===== config.mk =====
export PLATFORM = sky130hd
export DESIGN_NAME = pwmcmd_regs
export DESIGN_NICKNAME = d
export VERILOG_FILES = /design/src/core/pwmcmd_pkg.sv /design/src/core/pwmcmd_regs.sv
export SDC_FILE = /design/constraint.sdc
export NUM_CORES = 1
export LEC_CHECK = 0
export BUFFER_PORTS_ARGS = -buffer_cell sky130_fd_sc_hd__buf_2
export CAP_MARGIN = 20
export CORE_UTILIZATION = 30
export CTS_CLUSTER_SIZE = 40
export DETAILED_ROUTE_END_ITERATION = 10
export SETUP_SLACK_MARGIN = 0.3
export SLEW_MARGIN = 20
export SYNTH_ARGS = -nofsm -noshare
export SYNTH_HDL_FRONTEND = slang
export SYNTH_SLANG_ARGS = --single-unit
export TNS_END_PERCENT = 5

===== constraint.sdc =====
create_clock -name clk -period 5.7 [get_ports clk]
set_input_delay 1.14 -clock clk [delete_from_list [all_inputs] [get_ports clk]]
set_output_delay 1.14 -clock clk [all_outputs]
set_load 0.005 [all_outputs]

===== src/core/pwmcmd_pkg.sv =====
package pwmcmd_pkg;
  localparam logic [7:0] CMD_OUT_FORMAT = 8'h20;
  localparam logic [7:0] CMD_OUT_TARGET = 8'h21;
  localparam logic [7:0] CMD_OUT_CEILING = 8'h24;
  localparam logic [7:0] CMD_MARGIN_HIGH = 8'h25;
  localparam logic [7:0] CMD_MARGIN_LOW = 8'h26;
  localparam logic [7:0] CMD_IN_ON = 8'h35;
  localparam logic [7:0] CMD_IN_OFF = 8'h36;
  localparam logic [7:0] CMD_OUT_OV_FAULT = 8'h40;
  localparam logic [7:0] CMD_OUT_OV_WARN = 8'h42;
  localparam logic [7:0] CMD_OUT_UV_WARN = 8'h43;
  localparam logic [7:0] CMD_OUT_UV_FAULT = 8'h44;
  localparam logic [7:0] CMD_IN_OV_FAULT = 8'h55;
  localparam logic [7:0] CMD_IN_UV_WARN = 8'h58;
  localparam logic [7:0] CMD_OUT_HARD_MAX = 8'ha5;
  localparam logic [7:0] CMD_LOAD_LINE = 8'hd3;
  localparam logic [7:0] CMD_PWM_MODE = 8'hd4;
  localparam logic [7:0] RST_OUT_FORMAT = 8'h14;
  localparam logic [15:0] RST_OUT_TARGET = 16'h1000;
  localparam logic [15:0] RST_OUT_CEILING = 16'h5800;
  localparam logic [15:0] RST_MARGIN_HIGH = 16'h10cd;
  localparam logic [15:0] RST_MARGIN_LOW = 16'h0f33;
  localparam logic [15:0] RST_IN_ON = 16'hcb40;
  localparam logic [15:0] RST_IN_OFF = 16'hcb00;
  localparam logic [15:0] RST_OUT_OV_FAULT = 16'h119a;
  localparam logic [15:0] RST_OUT_OV_WARN = 16'h1133;
  localparam logic [15:0] RST_OUT_UV_WARN = 16'h0ecd;
  localparam logic [15:0] RST_OUT_UV_FAULT = 16'h0e66;
  localparam logic [15:0] RST_IN_OV_FAULT = 16'hd3e0;
  localparam logic [15:0] RST_IN_UV_WARN = 16'hcb26;
  localparam logic [15:0] RST_OUT_HARD_MAX = 16'h599a;
  localparam logic [15:0] RST_LOAD_LINE = 16'h8000;
  localparam logic [7:0] RST_PWM_MODE = 8'h00;
  localparam int BIT_RANGE = 7;
  localparam int BIT_SERVO = 6;
  localparam int BIT_TEMP_DIRECT = 5;
  localparam int BIT_REFRESH_HI = 4;
  localparam int BIT_REFRESH_LO = 3;
  localparam int BIT_PROTOCOL = 1;
  localparam int BIT_DISCONT = 0;
  localparam int REFRESH_NS_0 = 25;
  localparam int REFRESH_NS_1 = 50;
  localparam int REFRESH_NS_2 = 125;
  localparam int REFRESH_NS_3 = 250;
  localparam int CLK_PERIOD_NS = 5;
  localparam logic [7:0] REFRESH_CYC_0 = 8'((REFRESH_NS_0 + CLK_PERIOD_NS - 1) / CLK_PERIOD_NS);
  localparam logic [7:0] REFRESH_CYC_1 = 8'((REFRESH_NS_1 + CLK_PERIOD_NS - 1) / CLK_PERIOD_NS);
  localparam logic [7:0] REFRESH_CYC_2 = 8'((REFRESH_NS_2 + CLK_PERIOD_NS - 1) / CLK_PERIOD_NS);
  localparam logic [7:0] REFRESH_CYC_3 = 8'((REFRESH_NS_3 + CLK_PERIOD_NS - 1) / CLK_PERIOD_NS);
  localparam logic [15:0] RAMP_STEP = 16'h0001;
endpackage


===== src/core/pwmcmd_regs.sv =====
`timescale 1ns/1ps
// Overview of operation
// - Mode write while running: refuse, busy fault
// - Bit 7 picks output range limit
// - Bit 6 servo, forced off by load-line
// - Bit 5 picks temperature sense method
// - Direct-mode temperature formula, done downstream
// - Difference-mode temperature formula, done downstream
// - Bits 4:3 set refresh pulse width
// - Bit 1 selects PWM protocol variant
// - Bit 0 selects continuous or discontinuous
// - Start conversion only after input on-threshold
// - Stop conversion at input off-threshold
// - Input overvoltage fault above limit
// - Input UV warning inhibited until started
// - UV warning sets status bits and alert
// - Format byte reads fixed 0x14
// - Write to format byte: communication fault
// - Target change waits for ramps, then slews
// - Hard maximum readable, read-only
module pwmcmd_regs (
  // Clock and reset
  input wire logic clk,
  input wire logic rst_n,
  // Command port
  input wire logic cmd_valid,
  input wire logic cmd_write,
  input wire logic [7:0] cmd_code,
  input wire logic [15:0] cmd_wdata,
  output logic cmd_nack,
  output logic [15:0] cmd_rdata,
  // Channel state and measurement
  input wire logic chan_running,
  input wire logic chan_enable,
  input wire logic seq_ramping,
  input wire logic [15:0] vin_meas,
  input wire logic alert_mask_vin_uv,
  // Status and controls
  output logic fault_busy,
  output logic fault_cml,
  output logic conversion_on,
  output logic vin_ov_fault,
  output logic status_word_input,
  output logic status_input_uv_warn,
  output logic alert_n,
  output logic range_low,
  output logic servo_enable,
  output logic temp_direct,
  output logic [7:0] refresh_cycles,
  output logic pwm_protocol_alt,
  output logic discontinuous_conduction,
  output logic [15:0] vout_setpoint
);
  typedef struct packed {
    logic [15:0] out_target;
    logic [15:0] out_ceiling;
    logic [15:0] margin_high;
    logic [15:0] margin_low;
    logic [15:0] in_on;
    logic [15:0] in_off;
    logic [15:0] out_ov_fault;
    logic [15:0] out_ov_warn;
    logic [15:0] out_uv_warn;
    logic [15:0] out_uv_fault;
    logic [15:0] in_ov_fault;
    logic [15:0] in_uv_warn;
    logic [15:0] load_line;
    logic [7:0] pwm_mode;
    logic [15:0] setpoint;
    logic [15:0] rdata;
    logic nack;
    logic busy;
    logic cml;
    logic conv;
    logic ovf;
    logic uv_armed;
    logic uv_warn;
  } pwmcmd_state_t;

  pwmcmd_state_t st, nx;

  // Load-line of +0.0 (zero mantissa) leaves servo allowed
  function automatic logic pwmcmd_nonzero_l11(input logic [15:0] v);
    return v[10:0] != 11'h000;
  endfunction

  // Linear-11 compare: exponent offset by 16 into a shift, mantissa sign-extended
  function automatic logic signed [47:0] pwmcmd_l11(input logic [15:0] v);
    logic signed [4:0] e;
    logic signed [47:0] m;
    e = v[15:11];
    m = 48'(signed'(v[10:0]));
    return m <<< (5'(e) + 5'h10);
  endfunction

  // Input voltage against thresholds, shared by the control and its checks
  logic vin_ge_on;
  logic vin_gt_on;
  logic vin_le_off;
  logic vin_gt_ov;
  logic vin_lt_uv;
  assign vin_ge_on = pwmcmd_l11(vin_meas) >= pwmcmd_l11(st.in_on);
  assign vin_gt_on = pwmcmd_l11(vin_meas) > pwmcmd_l11(st.in_on);
  assign vin_le_off = pwmcmd_l11(vin_meas) <= pwmcmd_l11(st.in_off);
  assign vin_gt_ov = pwmcmd_l11(vin_meas) > pwmcmd_l11(st.in_ov_fault);
  assign vin_lt_uv = pwmcmd_l11(vin_meas) < pwmcmd_l11(st.in_uv_warn);

  always_comb begin
    nx = st;
    nx.nack = 1'b0;
    if (cmd_valid && cmd_write) begin
      case (cmd_code)
        pwmcmd_pkg::CMD_PWM_MODE: begin
          if (chan_running) begin
            nx.nack = 1'b1;
            nx.busy = 1'b1;
          end else begin
            nx.pwm_mode = cmd_wdata[7:0];
          end
        end
        pwmcmd_pkg::CMD_OUT_FORMAT: begin
          nx.cml = 1'b1;
        end
        pwmcmd_pkg::CMD_OUT_HARD_MAX: begin
          nx.cml = 1'b1;
        end
        pwmcmd_pkg::CMD_OUT_TARGET: nx.out_target = cmd_wdata;
        pwmcmd_pkg::CMD_OUT_CEILING: nx.out_ceiling = cmd_wdata;
        pwmcmd_pkg::CMD_MARGIN_HIGH: nx.margin_high = cmd_wdata;
        pwmcmd_pkg::CMD_MARGIN_LOW: nx.margin_low = cmd_wdata;
        pwmcmd_pkg::CMD_IN_ON: nx.in_on = cmd_wdata;
        pwmcmd_pkg::CMD_IN_OFF: nx.in_off = cmd_wdata;
        pwmcmd_pkg::CMD_OUT_OV_FAULT: nx.out_ov_fault = cmd_wdata;
        pwmcmd_pkg::CMD_OUT_OV_WARN: nx.out_ov_warn = cmd_wdata;
        pwmcmd_pkg::CMD_OUT_UV_WARN: nx.out_uv_warn = cmd_wdata;
        pwmcmd_pkg::CMD_OUT_UV_FAULT: nx.out_uv_fault = cmd_wdata;
        pwmcmd_pkg::CMD_IN_OV_FAULT: nx.in_ov_fault = cmd_wdata;
        pwmcmd_pkg::CMD_IN_UV_WARN: nx.in_uv_warn = cmd_wdata;
        pwmcmd_pkg::CMD_LOAD_LINE: nx.load_line = cmd_wdata;
        default: nx.nack = 1'b1;
      endcase
    end
    if (cmd_valid && !cmd_write) begin
      case (cmd_code)
        pwmcmd_pkg::CMD_OUT_FORMAT: nx.rdata = {8'h00, pwmcmd_pkg::RST_OUT_FORMAT};
        pwmcmd_pkg::CMD_OUT_HARD_MAX: nx.rdata = pwmcmd_pkg::RST_OUT_HARD_MAX;
        pwmcmd_pkg::CMD_OUT_TARGET: nx.rdata = st.out_target;
        pwmcmd_pkg::CMD_OUT_CEILING: nx.rdata = st.out_ceiling;
        pwmcmd_pkg::CMD_MARGIN_HIGH: nx.rdata = st.margin_high;
        pwmcmd_pkg::CMD_MARGIN_LOW: nx.rdata = st.margin_low;
        pwmcmd_pkg::CMD_IN_ON: nx.rdata = st.in_on;
        pwmcmd_pkg::CMD_IN_OFF: nx.rdata = st.in_off;
        pwmcmd_pkg::CMD_OUT_OV_FAULT: nx.rdata = st.out_ov_fault;
        pwmcmd_pkg::CMD_OUT_OV_WARN: nx.rdata = st.out_ov_warn;
        pwmcmd_pkg::CMD_OUT_UV_WARN: nx.rdata = st.out_uv_warn;
        pwmcmd_pkg::CMD_OUT_UV_FAULT: nx.rdata = st.out_uv_fault;
        pwmcmd_pkg::CMD_IN_OV_FAULT: nx.rdata = st.in_ov_fault;
        pwmcmd_pkg::CMD_IN_UV_WARN: nx.rdata = st.in_uv_warn;
        pwmcmd_pkg::CMD_LOAD_LINE: nx.rdata = st.load_line;
        pwmcmd_pkg::CMD_PWM_MODE: nx.rdata = {8'h00, st.pwm_mode};
        default: begin
          nx.rdata = 16'h0000;
          nx.nack = 1'b1;
        end
      endcase
    end
    // Conversion hysteresis between on and off thresholds
    if (!st.conv && vin_ge_on) begin
      nx.conv = 1'b1;
    end else if (st.conv && vin_le_off) begin
      nx.conv = 1'b0;
    end
    if (vin_gt_ov) begin
      nx.ovf = 1'b1;
    end
    if (vin_gt_on && chan_enable) begin
      nx.uv_armed = 1'b1;
    end
    if (st.uv_armed && vin_lt_uv) begin
      nx.uv_warn = 1'b1;
    end
    // Setpoint holds during ramps, otherwise slews one step per cycle
    if (!seq_ramping) begin
      if (st.setpoint < st.out_target) begin
        nx.setpoint = st.setpoint + pwmcmd_pkg::RAMP_STEP;
      end else if (st.setpoint > st.out_target) begin
        nx.setpoint = st.setpoint - pwmcmd_pkg::RAMP_STEP;
      end
    end
  end

  always_ff @(posedge clk or negedge rst_n) begin
    if (!rst_n) begin
      st <= '0;
      st.out_target <= pwmcmd_pkg::RST_OUT_TARGET;
      st.out_ceiling <= pwmcmd_pkg::RST_OUT_CEILING;
      st.margin_high <= pwmcmd_pkg::RST_MARGIN_HIGH;
      st.margin_low <= pwmcmd_pkg::RST_MARGIN_LOW;
      st.in_on <= pwmcmd_pkg::RST_IN_ON;
      st.in_off <= pwmcmd_pkg::RST_IN_OFF;
      st.out_ov_fault <= pwmcmd_pkg::RST_OUT_OV_FAULT;
      st.out_ov_warn <= pwmcmd_pkg::RST_OUT_OV_WARN;
      st.out_uv_warn <= pwmcmd_pkg::RST_OUT_UV_WARN;
      st.out_uv_fault <= pwmcmd_pkg::RST_OUT_UV_FAULT;
      st.in_ov_fault <= pwmcmd_pkg::RST_IN_OV_FAULT;
      st.in_uv_warn <= pwmcmd_pkg::RST_IN_UV_WARN;
      st.load_line <= pwmcmd_pkg::RST_LOAD_LINE;
      st.pwm_mode <= pwmcmd_pkg::RST_PWM_MODE;
      st.setpoint <= pwmcmd_pkg::RST_OUT_TARGET;
    end else begin
      st <= nx;
    end
  end

  assign cmd_nack = st.nack;
  assign cmd_rdata = st.rdata;
  assign fault_busy = st.busy;
  assign fault_cml = st.cml;
  assign conversion_on = st.conv;
  assign vin_ov_fault = st.ovf;
  assign status_word_input = st.uv_warn;
  assign status_input_uv_warn = st.uv_warn;
  assign alert_n = !(st.uv_warn && !alert_mask_vin_uv);
  assign range_low = st.pwm_mode[pwmcmd_pkg::BIT_RANGE];
  assign servo_enable = st.pwm_mode[pwmcmd_pkg::BIT_SERVO] &&
                        !pwmcmd_nonzero_l11(st.load_line);
  assign temp_direct = st.pwm_mode[pwmcmd_pkg::BIT_TEMP_DIRECT];
  assign pwm_protocol_alt = st.pwm_mode[pwmcmd_pkg::BIT_PROTOCOL];
  assign discontinuous_conduction = st.pwm_mode[pwmcmd_pkg::BIT_DISCONT];
  assign vout_setpoint = st.setpoint;

  always_comb begin
    case (st.pwm_mode[pwmcmd_pkg::BIT_REFRESH_HI:pwmcmd_pkg::BIT_REFRESH_LO])
      2'b11: refresh_cycles = pwmcmd_pkg::REFRESH_CYC_3;
      2'b10: refresh_cycles = pwmcmd_pkg::REFRESH_CYC_2;
      2'b01: refresh_cycles = pwmcmd_pkg::REFRESH_CYC_1;
      default: refresh_cycles = pwmcmd_pkg::REFRESH_CYC_0;
    endcase
  end

  // Command refusals and the mode byte
  AST_BUSY_NACK: assert property (@(posedge clk) disable iff (!rst_n)
    cmd_valid && cmd_write && cmd_code == pwmcmd_pkg::CMD_PWM_MODE && chan_running
    |=> cmd_nack && fault_busy && $stable(st.pwm_mode))
    else $error("busy refusal");
  AST_MODE_IDLE: assert property (@(posedge clk) disable iff (!rst_n)
    cmd_valid && cmd_write && cmd_code == pwmcmd_pkg::CMD_PWM_MODE && !chan_running
    |=> !cmd_nack && fault_busy == $past(fault_busy))
    else $error("idle mode write refused");
  AST_MODE_STORE: assert property (@(posedge clk) disable iff (!rst_n)
    cmd_valid && cmd_write && cmd_code == pwmcmd_pkg::CMD_PWM_MODE && !chan_running
    |=> {8'h00, st.pwm_mode} == ($past(cmd_wdata) & 16'h00ff))
    else $error("mode byte not stored");
  AST_MODE_DECODE: assert property (@(posedge clk) disable iff (!rst_n)
    cmd_valid && cmd_write && cmd_code == pwmcmd_pkg::CMD_PWM_MODE && !chan_running
    |=> {8'h00, range_low, 1'h0, temp_direct, 3'h0, pwm_protocol_alt, discontinuous_conduction}
        == ($past(cmd_wdata) & 16'h00a3))
    else $error("mode bits not decoded");
  AST_FORMAT_WRITE: assert property (@(posedge clk) disable iff (!rst_n)
    cmd_valid && cmd_write && cmd_code == pwmcmd_pkg::CMD_OUT_FORMAT
    |=> fault_cml && !cmd_nack)
    else $error("format write no cml");
  AST_FORMAT_READ: assert property (@(posedge clk) disable iff (!rst_n)
    cmd_valid && !cmd_write && cmd_code == pwmcmd_pkg::CMD_OUT_FORMAT
    |=> cmd_rdata == 16'h0014)
    else $error("format value wrong");
  AST_HARDMAX_WRITE: assert property (@(posedge clk) disable iff (!rst_n)
    cmd_valid && cmd_write && cmd_code == pwmcmd_pkg::CMD_OUT_HARD_MAX
    |=> fault_cml)
    else $error("hard max write no cml");
  AST_HARDMAX: assert property (@(posedge clk) disable iff (!rst_n)
    cmd_valid && !cmd_write && cmd_code == pwmcmd_pkg::CMD_OUT_HARD_MAX
    |=> cmd_rdata == 16'h599a)
    else $error("hard max wrong");
  AST_CML_STICKY: assert property (@(posedge clk) disable iff (!rst_n)
    fault_cml |=> fault_cml)
    else $error("cml fault dropped");

  // Mode decode
  AST_SERVO_GATE: assert property (@(posedge clk) disable iff (!rst_n)
    st.load_line[10:0] != 11'h000 |-> !servo_enable)
    else $error("servo not gated");
  AST_SERVO_PASS: assert property (@(posedge clk) disable iff (!rst_n)
    st.load_line[10:0] == 11'h000 |-> servo_enable == st.pwm_mode[pwmcmd_pkg::BIT_SERVO])
    else $error("servo bit lost");
  AST_REFRESH_3: assert property (@(posedge clk) disable iff (!rst_n)
    st.pwm_mode[pwmcmd_pkg::BIT_REFRESH_HI:pwmcmd_pkg::BIT_REFRESH_LO] == 2'h3
    |-> refresh_cycles == 8'h32)
    else $error("refresh width 250");
  AST_REFRESH_2: assert property (@(posedge clk) disable iff (!rst_n)
    st.pwm_mode[pwmcmd_pkg::BIT_REFRESH_HI:pwmcmd_pkg::BIT_REFRESH_LO] == 2'h2
    |-> refresh_cycles == 8'h19)
    else $error("refresh width 125");
  AST_REFRESH_1: assert property (@(posedge clk) disable iff (!rst_n)
    st.pwm_mode[pwmcmd_pkg::BIT_REFRESH_HI:pwmcmd_pkg::BIT_REFRESH_LO] == 2'h1
    |-> refresh_cycles == 8'h0a)
    else $error("refresh width 50");
  AST_REFRESH_0: assert property (@(posedge clk) disable iff (!rst_n)
    st.pwm_mode[pwmcmd_pkg::BIT_REFRESH_HI:pwmcmd_pkg::BIT_REFRESH_LO] == 2'h0
    |-> refresh_cycles == 8'h05)
    else $error("refresh width 25");

  // Input thresholds and warnings
  AST_CONV_START: assert property (@(posedge clk) disable iff (!rst_n)
    !conversion_on && !vin_ge_on |=> !conversion_on)
    else $error("conversion began below on threshold");
  AST_CONV_RISE: assert property (@(posedge clk) disable iff (!rst_n)
    !conversion_on && vin_ge_on |=> conversion_on)
    else $error("conversion did not start");
  AST_CONV_STOP: assert property (@(posedge clk) disable iff (!rst_n)
    conversion_on && vin_le_off |=> !conversion_on)
    else $error("conversion did not stop");
  AST_OV_SET: assert property (@(posedge clk) disable iff (!rst_n)
    vin_gt_ov |=> vin_ov_fault)
    else $error("input ov not flagged");
  AST_OV_STICKY: assert property (@(posedge clk) disable iff (!rst_n)
    vin_ov_fault |=> vin_ov_fault)
    else $error("input ov dropped");
  AST_UV_INHIBIT: assert property (@(posedge clk) disable iff (!rst_n)
    !st.uv_armed |=> !status_input_uv_warn || $past(status_input_uv_warn))
    else $error("uv warn while inhibited");
  AST_UV_SET: assert property (@(posedge clk) disable iff (!rst_n)
    st.uv_armed && vin_lt_uv |=> status_input_uv_warn && status_word_input)
    else $error("uv warn not raised");
  AST_ALERT: assert property (@(posedge clk) disable iff (!rst_n)
    status_input_uv_warn && !alert_mask_vin_uv |-> !alert_n && status_word_input)
    else $error("alert missing");
  AST_ALERT_MASK: assert property (@(posedge clk) disable iff (!rst_n)
    alert_mask_vin_uv |-> alert_n)
    else $error("masked alert raised");

  // Output setpoint
  AST_RAMP_HOLD: assert property (@(posedge clk) disable iff (!rst_n)
    seq_ramping |=> $stable(vout_setpoint))
    else $error("setpoint moved in ramp");
  AST_RAMP_UP: assert property (@(posedge clk) disable iff (!rst_n)
    !seq_ramping && vout_setpoint < st.out_target
    |=> vout_setpoint == $past(vout_setpoint) + 16'h0001)
    else $error("setpoint did not step up");
  AST_RAMP_DOWN: assert property (@(posedge clk) disable iff (!rst_n)
    !seq_ramping && vout_setpoint > st.out_target
    |=> vout_setpoint == $past(vout_setpoint) - 16'h0001)
    else $error("setpoint did not step down");
endmodule


==> results by group, run 1 <==
Floorplanning
  – Initial core utilization: 30.6%
  – Die Width: around 260 um
  – DIE AREA: 0.0701 sq mm
  – I/O pin count: 101
  – Core area: 0.0678 sq mm
  – Die span in y: 265 um
  – Row count: 95

Clocking
  – Clock transition at path regs: roughly 0.06 ns
  – Post-CTS resize count: 0
  – Later-pin clock latency in the skew report: 0.59 ns
  – Clock sinks: 255
  – Num CTS Buffers: 29
  – Root Buffer: clkbuf_16
  – CTS tree: built
  – # H-tree levels: 1
  – Maximum clock path buffer count: 3
  – Post-CTS setup buffer count: 0
  – Hold buffer count at cts: 0

Placement
  – Buffers on Ports: 98
  – Placed wire-length estimate: ~52 mm
  – Placed cell areas: 0.0217 sq mm
  – Gp weighted congestion: 0.961

Global routing
  – Initial antenna violation count: 2
  – Total congestion overflow: 0
  – First-pass GRT wire length: 107 mm
  – Vias in the first global route: between 15000 and 20000
  – Total track usage: about a fifth
  – Largest net degree at the start of global routing: around 110

Drt
  – Vias per inst: between 5 and 6
  – Avg WL per Cell: around 23 um
  – DRT Wirelength: 70.2 mm
  – DR vias: 17822
  – DRT antenna net count: 0
  – Drt drc: 0
  – Starting DRT DRC Count: roughly 1800
  – Drt pass-1 iters: 6

STA
  – TNS Setup: 0 ns
  – RSZ-0062 raised after global routing: false
  – Fmax: around 220 MHz
  – Worst-case clock skew: 0.0191 ns
  – Minimum period implied by the final worst setup slack: 4.62 ns
  – Final setup violating endpoints: 0
  – Worst slew margin: 28.9%
  – Least-Margin Pin Slew: roughly 1.1 ns
  – Final hold vios: 0
  – Final Cycle Share: 81.0%
  – Slew Viols, Final: 0

Power and ir drop
  – Pwr/cell area: 272 mW/mm^2
  – Leakage Power: 0.00984 uW
  – Clk pwr share: 30.6%
  – Combinational power share: 35.4%
  – Total power: 6180 uW
  – Switching share of power: 35.6%
  – Int Pwr: 3980 uW
  – VDD IR-drop max: 245 uV
  – Sequential power share: about a third
  – Net Sw Power: 2200 uW

Finish
  – Post-route cell area: about 0.023 sq mm
  – Final Net Count: 2472
  – Multi-input gate area: ~0.013 sq mm
  – Share of cells above drive strength 1: 24.0%
  – FF/Latch Area: around 0.0065 sq mm
  – Layout filler cell count: 6969
  – Core Util, Final: 33.5%
  – Layout area overhead: 9.63%

Critical path
  – Required @ worst endpoint: 6.14 ns
  – Crit Path Max Fanout: 20
  – Critical-path top delay cell: or4_1
  – Max incr delay on CP: between 0.5 and 0.6 ns
  – Cell family contributing the most delay on the critical path: compound AO/OA/AOI/OAI gates
  – Startpoint Class: input pin
  – Crit Path Class: in -> reg
  – Worst path most repeated cell: o21ai_0
  – Critical Path AT: 5.06 ns
  – Crit-path cells: buf_2 -> mux2_2 -> o21ai_0 -> o21ai_0 -> o21ba_2 -> a21bo_2 -> ha_1 -> nand4_1 -> nor3_1 -> and4_1 -> nand3_1 -> or4_1 -> o311ai_0 -> o21ai_0
  – WP buf/inv: 1
  – Worst Setup End Kind: flop

Synth
  – Main flop type after synthesis: dfrtp_1
  – Register area share after synthesis: around 31%
  – Top post-synthesis cells by area: dfrtp_1 (22%), mux2_2 (13%), ha_1 (12%)
  – Largest area contributor in the netlist: dfrtp_1
  – Asr flop ratio synth: 100%
  – Synth Warn #: 0
  – Mapped Cells: between 2000 and 2500
  – Synth Area per Inst: 9.27 sq um
  – Post-synth cell types: 86
  – Post-synth EDFFs: 0
  – Flops & latches, synth: roughly 260
  – Mapped cell area: 0.0207 sq mm
  – Post-synth top area share: 21.9%

Worst hold path
  – Min-delay worst type: reg -> reg

Run status
  – Outcome: completed

Job
  – Number of max-cap violations: 0
## per-layer routing
layer / up-vias / global-route usage, % / share of wire (%)
met1: 8663 / 27.0 / 44
met5: - / 0 / 0.019
met2: 742 / 30.5 / 44
met3: 146 / 3.53 / 7.6
met4: 2 / 7.56 / 4.2
li1: 8269 / - / -
## cell usage after synthesis, types with 6 or more instances
cell type and count:
nand2b_1 19, and2_1 13, xnor2_1 6, and4_1 6, o31a_1 10, clkbuf_1 95, nand2_2 8, buf_1 7
or2_2 8, and3_1 13, nor2_1 151, a21boi_0 8, mux2_2 239, buf_4 36, a221oi_1 19, nor2b_1 25
nand2_1 205, a211oi_1 17, o21a_1 12, a21oi_1 148, nor3_1 29, nand4_1 38, a22oi_1 75, or3_1 6
o21bai_1 9, o21ai_0 148, a31oi_1 14, ha_1 201, nand3_1 35, a22o_1 17, inv_1 44, o31ai_1 6
dfrtp_1 181, mux2i_1 97, o22ai_1 6, a222oi_1 15, buf_2 39, dfstp_2 74, a2111oi_0 6, o211ai_1 17
a21o_1 35, xor2_1 8
## placed cells by master (no fill, tap or decap), types with 14 or more instances in the layout
| master | netlist | final |
|---|---|---|
| mux2_2 | 239 | 239 |
| nand2_1 | 205 | 205 |
| ha_1 | 201 | 201 |
| dfrtp_1 | 181 | 181 |
| nor2_1 | 151 | 151 |
| a21oi_1 | 148 | 148 |
| o21ai_0 | 148 | 147 |
| mux2i_1 | 97 | 97 |
| buf_2 | 39 | 97 |
| a22oi_1 | 75 | 75 |
| dfstp_2 | 74 | 74 |
| inv_1 | 44 | 44 |
| nand4_1 | 38 | 38 |
| a21o_1 | 35 | 35 |
| nand3_1 | 35 | 35 |
| buf_4 | 36 | 34 |
| nor3_1 | 29 | 29 |
| clkbuf_16 | 0 | 29 |
| nor2b_1 | 25 | 25 |
| nand2b_1 | 19 | 19 |
| a221oi_1 | 19 | 19 |
| o211ai_1 | 17 | 17 |
| a211oi_1 | 17 | 17 |
| a22o_1 | 17 | 17 |
| a222oi_1 | 15 | 15 |
| a31oi_1 | 14 | 14 |
## logic make-up after synthesis
| family | count (synthesis) | share of synthesized area (%) |
|---|---|---|
| buf+inv | 226 | 4.98 |
| other cells | 1 | 0.0181 |
| fa+ha+maj | 202 | 12.2 |
| compound gates | 609 | 19.4 |
| simple gates | 588 | 13.7 |
| mux | 339 | 17.8 |
| xor+xnor | 14 | 0.592 |
| flops | 255 | 31.3 |
## state kept, by name (all words and copies together), names as in the netlist
register and cells:
cmd_rdata 16, cmd_nack 1, fault_cml 1, status_input_uv_warn 1, range_low 1, conversion_on 1, vout_setpoint 16, temp_direct 1
fault_busy 1, st 213, discontinuous_conduction 1, pwm_protocol_alt 1, vin_ov_fault 1
## cell type report
class,count,share of cell area (%)
clock buffers,45,3.86
clock inverters,9,0.408
multi-input cells,1754,58.2
well taps,873,4.81
flip-flops and latches,255,28.5
repair buffers,133,3.42
inverters,49,0.810
diodes,1,0.0110
## through the flow
step | instances | hold slack (ns) | setup slack, ns
after detailed placement | 3064 | 0.439 | 0.568
after global placement | 3064 | 0.439 | 0.724
after global routing | 3119 | 0.458 | 0.755
after floorplan | 2235 | 0.451 | 1.28
final | 3119 | 0.447 | 1.08
after CTS | 3118 | 0.453 | 1.15
## power groups by stage
stage	Combinational, uW	Clock, uW	Sequential, uW
after floorplan	1680	0	2060
after global placement	2100	0	2130
after detailed placement	2160	0	2130
after CTS	2180	1920	2100
after global routing	2440	2000	2120
final	2190	1890	2100
## final timing paths
| path | slack (ns) | end | startpoint | cells after the start |
|---|---|---|---|---|
| setup / recovery | 1.08 | vin_ov_fault | vin_meas[12] | 14 |
| hold / removal | 0.45 | fault_cml | fault_cml | 1 |
| setup reg to reg | 1.12 | vin_ov_fault | st[90] | 13 |
| hold reg to reg | 0.45 | fault_cml | fault_cml | 1 |
| max in group asynchronous | 3.91 | st[98] | rst_n | 2 |
| min in group asynchronous | 0.58 | st[223] | rst_n | 1 |
(Power assumes the default switching activity.)
==> run 2, diff against run 1 <==
- clock period: 5.7 -> 4.3 ns (I/O delays scaled with it)
==> run 2 against run 1 <==
Combinational power rose by 55%. Cell count rose by 3.2%. First-iteration DRC count rose by 11%. Hold slack got worse by 0.19 ns. Sequential cell count did not move. Cell area rose by 4.7%. Sequential share of layout area fell by 1.2 points. Register-to-register slack got worse by 0.69 ns. Clock power rose by 38%. Clock skew fell by 0.0095 ns. Routed wire length rose by 4.0%. Critical endpoint is now status_input_uv_warn. Highest routed layer unchanged.
==> results by group, run 2 (synthesized netlist as in run 1, its figures left out) <==
Floorplanning
  – DIE AREA: 0.0701 sq mm (unchanged)
  – Die span in y: 265 um (unchanged)
  – I/O pin count: 101 (unchanged)
  – Initial core utilization: 30.6% (unchanged)
  – Row count: 95 (unchanged)
  – Core area: 0.0678 sq mm (unchanged)
  – Die Width: 265 um (unchanged)

Placement
  – Pre-CTS WS: -0.0618 ns (-0.630 ns)
  – Gp weighted congestion: 0.993 (+3.4%)
  – Placed wire-length estimate: 56.1 mm (+7.7%)
  – Placed cell areas: 0.0224 sq mm (+3.2%)
  – Buffers on Ports: 98 (unchanged)

Clocking
  – Clock sinks: 255 (unchanged)
  – Root Buffer: clkbuf_16
  – Maximum clock path buffer count: 3 (unchanged)
  – Num CTS Buffers: 29 (unchanged)
  – Later-pin clock latency in the skew report: 0.58 ns (about the same)
  – # H-tree levels: 1 (unchanged)
  – CTS tree: built
  – Hold buffer count at cts: 0 (unchanged)
  – Clock transition at path regs: 0.06 ns (about the same)

Drt
  – DR vias: 18223 (+2.3%)
  – Vias per inst: 5.66 (-0.96%)
  – Starting DRT DRC Count: 1940 (+11%)
  – Drt pass-1 iters: 6 (unchanged)
  – DRT antenna net count: 0 (unchanged)
  – Avg WL per Cell: 22.7 um (+0.74%)
  – Drt drc: 0 (unchanged)
  – DRT Wirelength: 73.0 mm (+4.0%)

STA
  – Worst slew margin: 24.2% (-4.7 points)
  – Final hold vios: 0 (unchanged)
  – Least-Margin Pin Slew: 1.13 ns (+0.0710 ns)
  – Final setup violating endpoints: 0 (unchanged)
  – Minimum period implied by the final worst setup slack: 3.95 ns
  – Final Cycle Share: 91.8%
  – Worst-case clock skew: 0.00963 ns (-0.00949 ns)
  – Final worst slack: 0.351 ns (-0.733 ns)
  – Fmax: 253 MHz
  – RSZ-0062 raised after global routing: true
  – TNS Setup: 0 ns (unchanged)
  – Slew Viols, Final: 0 (unchanged)

Finish
  – Most frequent cells in the layout: mux2_2 (239), nand2_1 (204), ha_1 (194), dfrtp_1 (177), nor2_1 (147)
  – Share of cells above drive strength 1: 29.3% (+5.3 points)
  – Leading cell type in the layout, fill and taps excluded: mux2_2
  – Layout area overhead: 14.7%
  – Layout filler cell count: 6891 (-1.1%)
  – Post-route cell area: 0.0238 sq mm (+4.7%)
  – Biggest register: st
  – Max reg flops: 213 (unchanged)
  – Final Net Count: 2572 (+4.0%)

Global routing
  – Largest net degree at the start of global routing: 100 (-11%)
  – Initial antenna violation count: 4 (+2)
  – Total congestion overflow: 0 (unchanged)
  – Vias in the first global route: 17766 (+2.3%)
  – Total track usage: 20.2% (+0.61 points)
  – First-pass GRT wire length: 110 mm (+2.8%)

Run status
  – Outcome: completed

Critical path
  – Worst Setup End Kind: flop
  – Crit Path Max Fanout: 15 (-25%)
  – Required @ worst endpoint: 4.75 ns (-1.39 ns)
  – Critical Path AT: 4.40 ns (-0.66 ns)
  – Startpoint Class: input pin
  – Crit Path Class: in -> reg

Worst hold path
  – Min-delay worst type: in -> async

Power and ir drop
  – Pwr/cell area: 369 mW/mm^2 (+36%)
  – Leakage Power: 0.0104 uW (+5.6%)
  – VDD IR-drop max: 372 uV (+52%)
  – Total power: 8770 uW (+42%)

Job
  – Number of max-cap violations: 0 (unchanged)
## run 2: final cells by class
cell class	instances	area, sq um	share of cell area, %
Timing Repair Buffer	233	1560	6.54
Inverter	49	184	0.774
Tap cell	873	1090	4.60
Antenna cell	2	5.00	0.0211
Multi-Input combinational cell	1754	13400	56.6
Sequential cell	255	6490	27.3
Clock inverter	15	201	0.848
Clock buffer	39	803	3.38
## run 2: path summary, 6_finish.rpt
path | startpoint | to | slack (ns) | cells after the start
setup reg to reg | st[74] | status_input_uv_warn | 0.43 | 16
min in group clk | fault_cml | fault_cml | 0.46 | 1
hold / removal | rst_n | st[43] | 0.25 | 1
hold reg to reg | fault_cml | fault_cml | 0.46 | 1
setup / recovery | vin_meas[11] | status_input_uv_warn | 0.35 | 15
max in group asynchronous | rst_n | st[111] | 2.98 | 2
## run 2: through the flow
step	cells	hold slack, ns	utilization [%]
floorplan	2235	0.451	-
global placement	3153	0.441	33.1
detailed placement	3153	0.445	33.1
CTS	3209	0.305	34.6
global route	3220	0.327	35.1
finish	3220	0.253	35.1
## run 2: where the power goes
group / internal [uW] / total [uW] / switching, uW
sequential: 2590 / 2780 / 195
clock: 1560 / 2600 / 1040
combinational: 1530 / 3390 / 1850
total: 5680 / 8770 / 3090
## run 2: timing repair
action,CTS,global route
pin swaps,2,16
endpoints found under the hold margin,0,0
setup endpoints to repair,5,10
buffers inserted,2,9
gates resized for setup,3,64
## run 2: routing by layer
layer  vias up  routed length (um)  global-route usage [%]
met5         -                  11                       0
met4         2                2420                    6.72
met3       128                4380                    2.74
met2       633               33000                    32.2
met1      9023               33200                    28.1
li1       8437                   -                       -
## run 2: critical path, cell delays in order
cell and delay, ns:
buf_2 0.21, buf_4 0.19, o31ai_1 0.37, buf_4 0.20
a31oi_1 0.09, o2bb2ai_1 0.67, buf_4 0.27, ha_1 0.15
nand3_1 0.09, nor3_1 0.28, nand3_1 0.16, nor3_1 0.30
o31ai_1 0.16, a21oi_1 0.30, a211oi_1 0.08
==> run 3, diff against run 2 <==
- CORE_UTILIZATION: 30 -> 45
- GPL_ROUTABILITY_DRIVEN: unset -> 0
==> run 3 against run 2 <==
Sequential power about the same. Critical path depth increased by 2. Hold slack improved by 0.12 ns. Setup slack improved by 0.0029 ns. Fmax about the same. Clock power about the same. Die area decreased by 33%. Combinational power increased by 4%. Core utilization increased by 16 points. Total power increased by 1.9%. Non-clock buffer count decreased by 16. Critical path type is now reg -> reg. Largest cell class unchanged. Highest routed layer unchanged.
==> results by group, run 3 (synthesized netlist as in run 1, its figures left out) <==
Drt
  – Drt drc: 0 (unchanged)
  – Avg WL per Cell: 23.5 um (+3.7%)
  – Vias per inst: 6.28 (+11%)
  – DRT Wirelength: 68.9 mm (-5.7%)
  – DRT antenna net count: 0 (unchanged)
  – Drt pass-1 iters: 5 (-1)
  – DR vias: 18375 (+0.83%)
  – Starting DRT DRC Count: 1950 (+0.52%)

STA
  – Worst-case clock skew: 0.0115 ns (+0.00188 ns)
  – Final Cycle Share: 91.8% (about the same)
  – Least-Margin Pin Slew: 1.05 ns (-0.0846 ns)
  – RSZ-0062 raised after global routing: true
  – TNS Setup: 0 ns (unchanged)
  – Final hold vios: 0 (unchanged)
  – Final setup violating endpoints: 0 (unchanged)
  – Fmax: 253 MHz (about the same)
  – Worst slew margin: 30.1% (+5.8 points)
  – Slew Viols, Final: 0 (unchanged)
  – Minimum period implied by the final worst setup slack: 3.95 ns (-0.00288 ns)

Clocking
  – Num CTS Buffers: 29 (unchanged)
  – CTS tree: built
  – Later-pin clock latency in the skew report: 0.54 ns (-0.04 ns)
  – Maximum clock path buffer count: 3 (unchanged)
  – Hold buffer count at cts: 0 (unchanged)
  – Clock sinks: 255 (unchanged)
  – # H-tree levels: 1 (unchanged)
  – Root Buffer: clkbuf_16
  – Clock transition at path regs: 0.07 ns (about the same)

Critical path
  – Crit-path cells: inv_2 -> ha_4 -> a21o_1 -> o21ai_4 -> a31oi_2 -> o41a_1 -> nor2_2 -> inv_2 -> fa_2 -> a21o_1 -> a21o_1 -> a2111oi_4 -> o31ai_4 -> a2111oi_4 -> nor2_1 -> xnor2_1 -> o21ai_1
  – Worst path most repeated cell: a21o_1
  – Required @ worst endpoint: 4.78 ns (+0.03 ns)
  – Critical Path AT: 4.42 ns (+0.02 ns)
  – Worst Setup End Kind: flop
  – Crit Path Class: reg -> reg
  – Reg2Reg Setup Slack: 0.35 ns (-0.08 ns)
  – Reg2reg start: st[243]
  – Max incr delay on CP: 0.50 ns (-0.17 ns)
  – Startpoint Class: flop
  – Crit Path Max Fanout: 5 (-10)
  – FF-to-FF End: vout_setpoint[12]
  – Register-to-Register Path Depth: 17 (+1)
  – Critical-path top delay cell: a2111oi_4

Power and ir drop
  – Pwr/cell area: 382 mW/mm^2 (+3.7%)
  – Switching share of power: 35.2% (about the same)
  – Combinational power share: 39.4% (+0.8 points)
  – Leakage Power: 0.0103 uW (-1.0%)
  – Sequential power share: 31.2% (-0.5 points)
  – VDD IR-drop max: 372 uV (+0.11%)
  – Int Pwr: 5790 uW (+1.8%)
  – Net Sw Power: 3150 uW (+2.0%)
  – Clk pwr share: 29.4% (-0.3 points)

Global routing
  – Initial antenna violation count: 1 (-3)
  – Vias in the first global route: 17152 (-3.5%)
  – Total track usage: 28.5% (+8.2 points)
  – Total congestion overflow: 0 (unchanged)
  – Largest net degree at the start of global routing: 102 (+2.0%)
  – First-pass GRT wire length: 104 mm (-5.5%)

Finish
  – Post-route cell area: 0.0234 sq mm (-1.7%)
  – Most frequent cells in the layout: mux2_2 (239), nand2_1 (204), ha_1 (188), dfrtp_1 (171), nor2_1 (149)
  – Diode count: 0 (-2)
  – Biggest register: st
  – Layout area overhead: 12.8%
  – Leading cell type in the layout, fill and taps excluded: mux2_2
  – Layout Cells excl Fill: 2928 (-9.1%)
  – Core Util, Final: 51.5% (+16 points)
  – Final Net Count: 2556 (-0.62%)
  – Share of cells above drive strength 1: 29.0% (-0.26 points)
  – Max reg flops: 213 (unchanged)

Floorplanning
  – Initial core utilization: 45.6% (+15 points)
  – Die Width: 217 um (-18%)
  – DIE AREA: 0.0469 sq mm (-33%)
  – I/O pin count: 101 (unchanged)
  – Core area: 0.0454 sq mm (-33%)
  – Row count: 78 (-18%)
  – Die span in y: 217 um (-18%)

Job
  – Number of max-cap violations: 0 (unchanged)

Placement
  – Buffers on Ports: 98 (unchanged)
  – Placed cell areas: 0.0218 sq mm (-2.6%)
  – Placed wire-length estimate: 51.8 mm (-7.7%)
  – Placed cells: 2848 (-9.7%)

Worst hold path
  – Min-delay worst type: in -> async

Run status
  – Outcome: completed
[run 3: changes by cell type in the layout (fill, tap and decap cells not counted), sizes merged]
cell      previous run  this run
buf                232       217
inv                 49        48
diode                2         0
clkinvlp             0         5
clkinv              11         6
clkbuf              40        39
[run 3: routing by layer]
layer | wire (um) | share of wire (%) | vias up | GRT usage, %
li1 | - | - | 8436 | -
met5 | 10 | 0.015 | - | 0
met3 | 4060 | 5.9 | 162 | 2.79
met2 | 31200 | 45 | 717 | 44.6
met4 | 3270 | 4.8 | 2 | 12.3
met1 | 30300 | 44 | 9058 | 40.0
[run 3: area by class of cell]
| class | instances | area [sq um] |
|---|---|---|
| Inverter | 49 | 184 |
| Multi-Input combinational cell | 1754 | 13500 |
| Timing Repair Buffer | 217 | 1420 |
| Clock buffer | 39 | 813 |
| Fill cell | 4175 | 22000 |
| Sequential cell | 255 | 6500 |
| Clock inverter | 14 | 194 |
| Tap cell | 600 | 751 |
[run 3: metrics by stage]
| step | hold WS, ns | power, uW | setup WS (ns) |
|---|---|---|---|
| global placement | 0.458 | 5620 | -0.197 |
| floorplan | 0.451 | 4960 | 0.277 |
| finish | 0.370 | 8930 | 0.354 |
| global route | 0.424 | 9410 | 0.143 |
| detailed placement | 0.449 | 5710 | -0.203 |
| CTS | 0.390 | 8420 | 0.242 |
[run 3: timing repair]
action                                  CTS  global route
buffers inserted                          1            26
endpoints found under the setup margin    5             7
pin swaps                                 2            25
gates resized for setup                   8            57
[run 3: power groups by stage]
stage          registers [uW]  logic [uW]  clock network [uW]
2_1_floorplan            2730        2230                   0
5_1_grt                  2810        3860                2750
6_report                 2790        3520                2630
3_5_place_dp             2810        2900                   0
3_3_place_gp             2810        2820                   0
4_1_cts                  2780        2980                2670
[run 3: worst max-delay path by stage]
| stage | startpoint | to |
|---|---|---|
| finish | st[243] | vout_setpoint[12] |
| global route | vout_setpoint[7] | vout_setpoint[15] |
| CTS | st[251] | vout_setpoint[15] |
| detailed placement | vin_meas[12] | conversion_on |
| global placement | vin_meas[12] | conversion_on |
| floorplan | vin_meas[11] | conversion_on |
[run 3: worst max-delay path: cells and delay by family (launching register included)]
family          cells  cell delay (ns)
buf+inv             2             0.18
flops               1             0.39
simple gates        2             0.25
compound gates     10             2.34
xor+xnor            1             0.13
fa+ha+maj           2             0.58
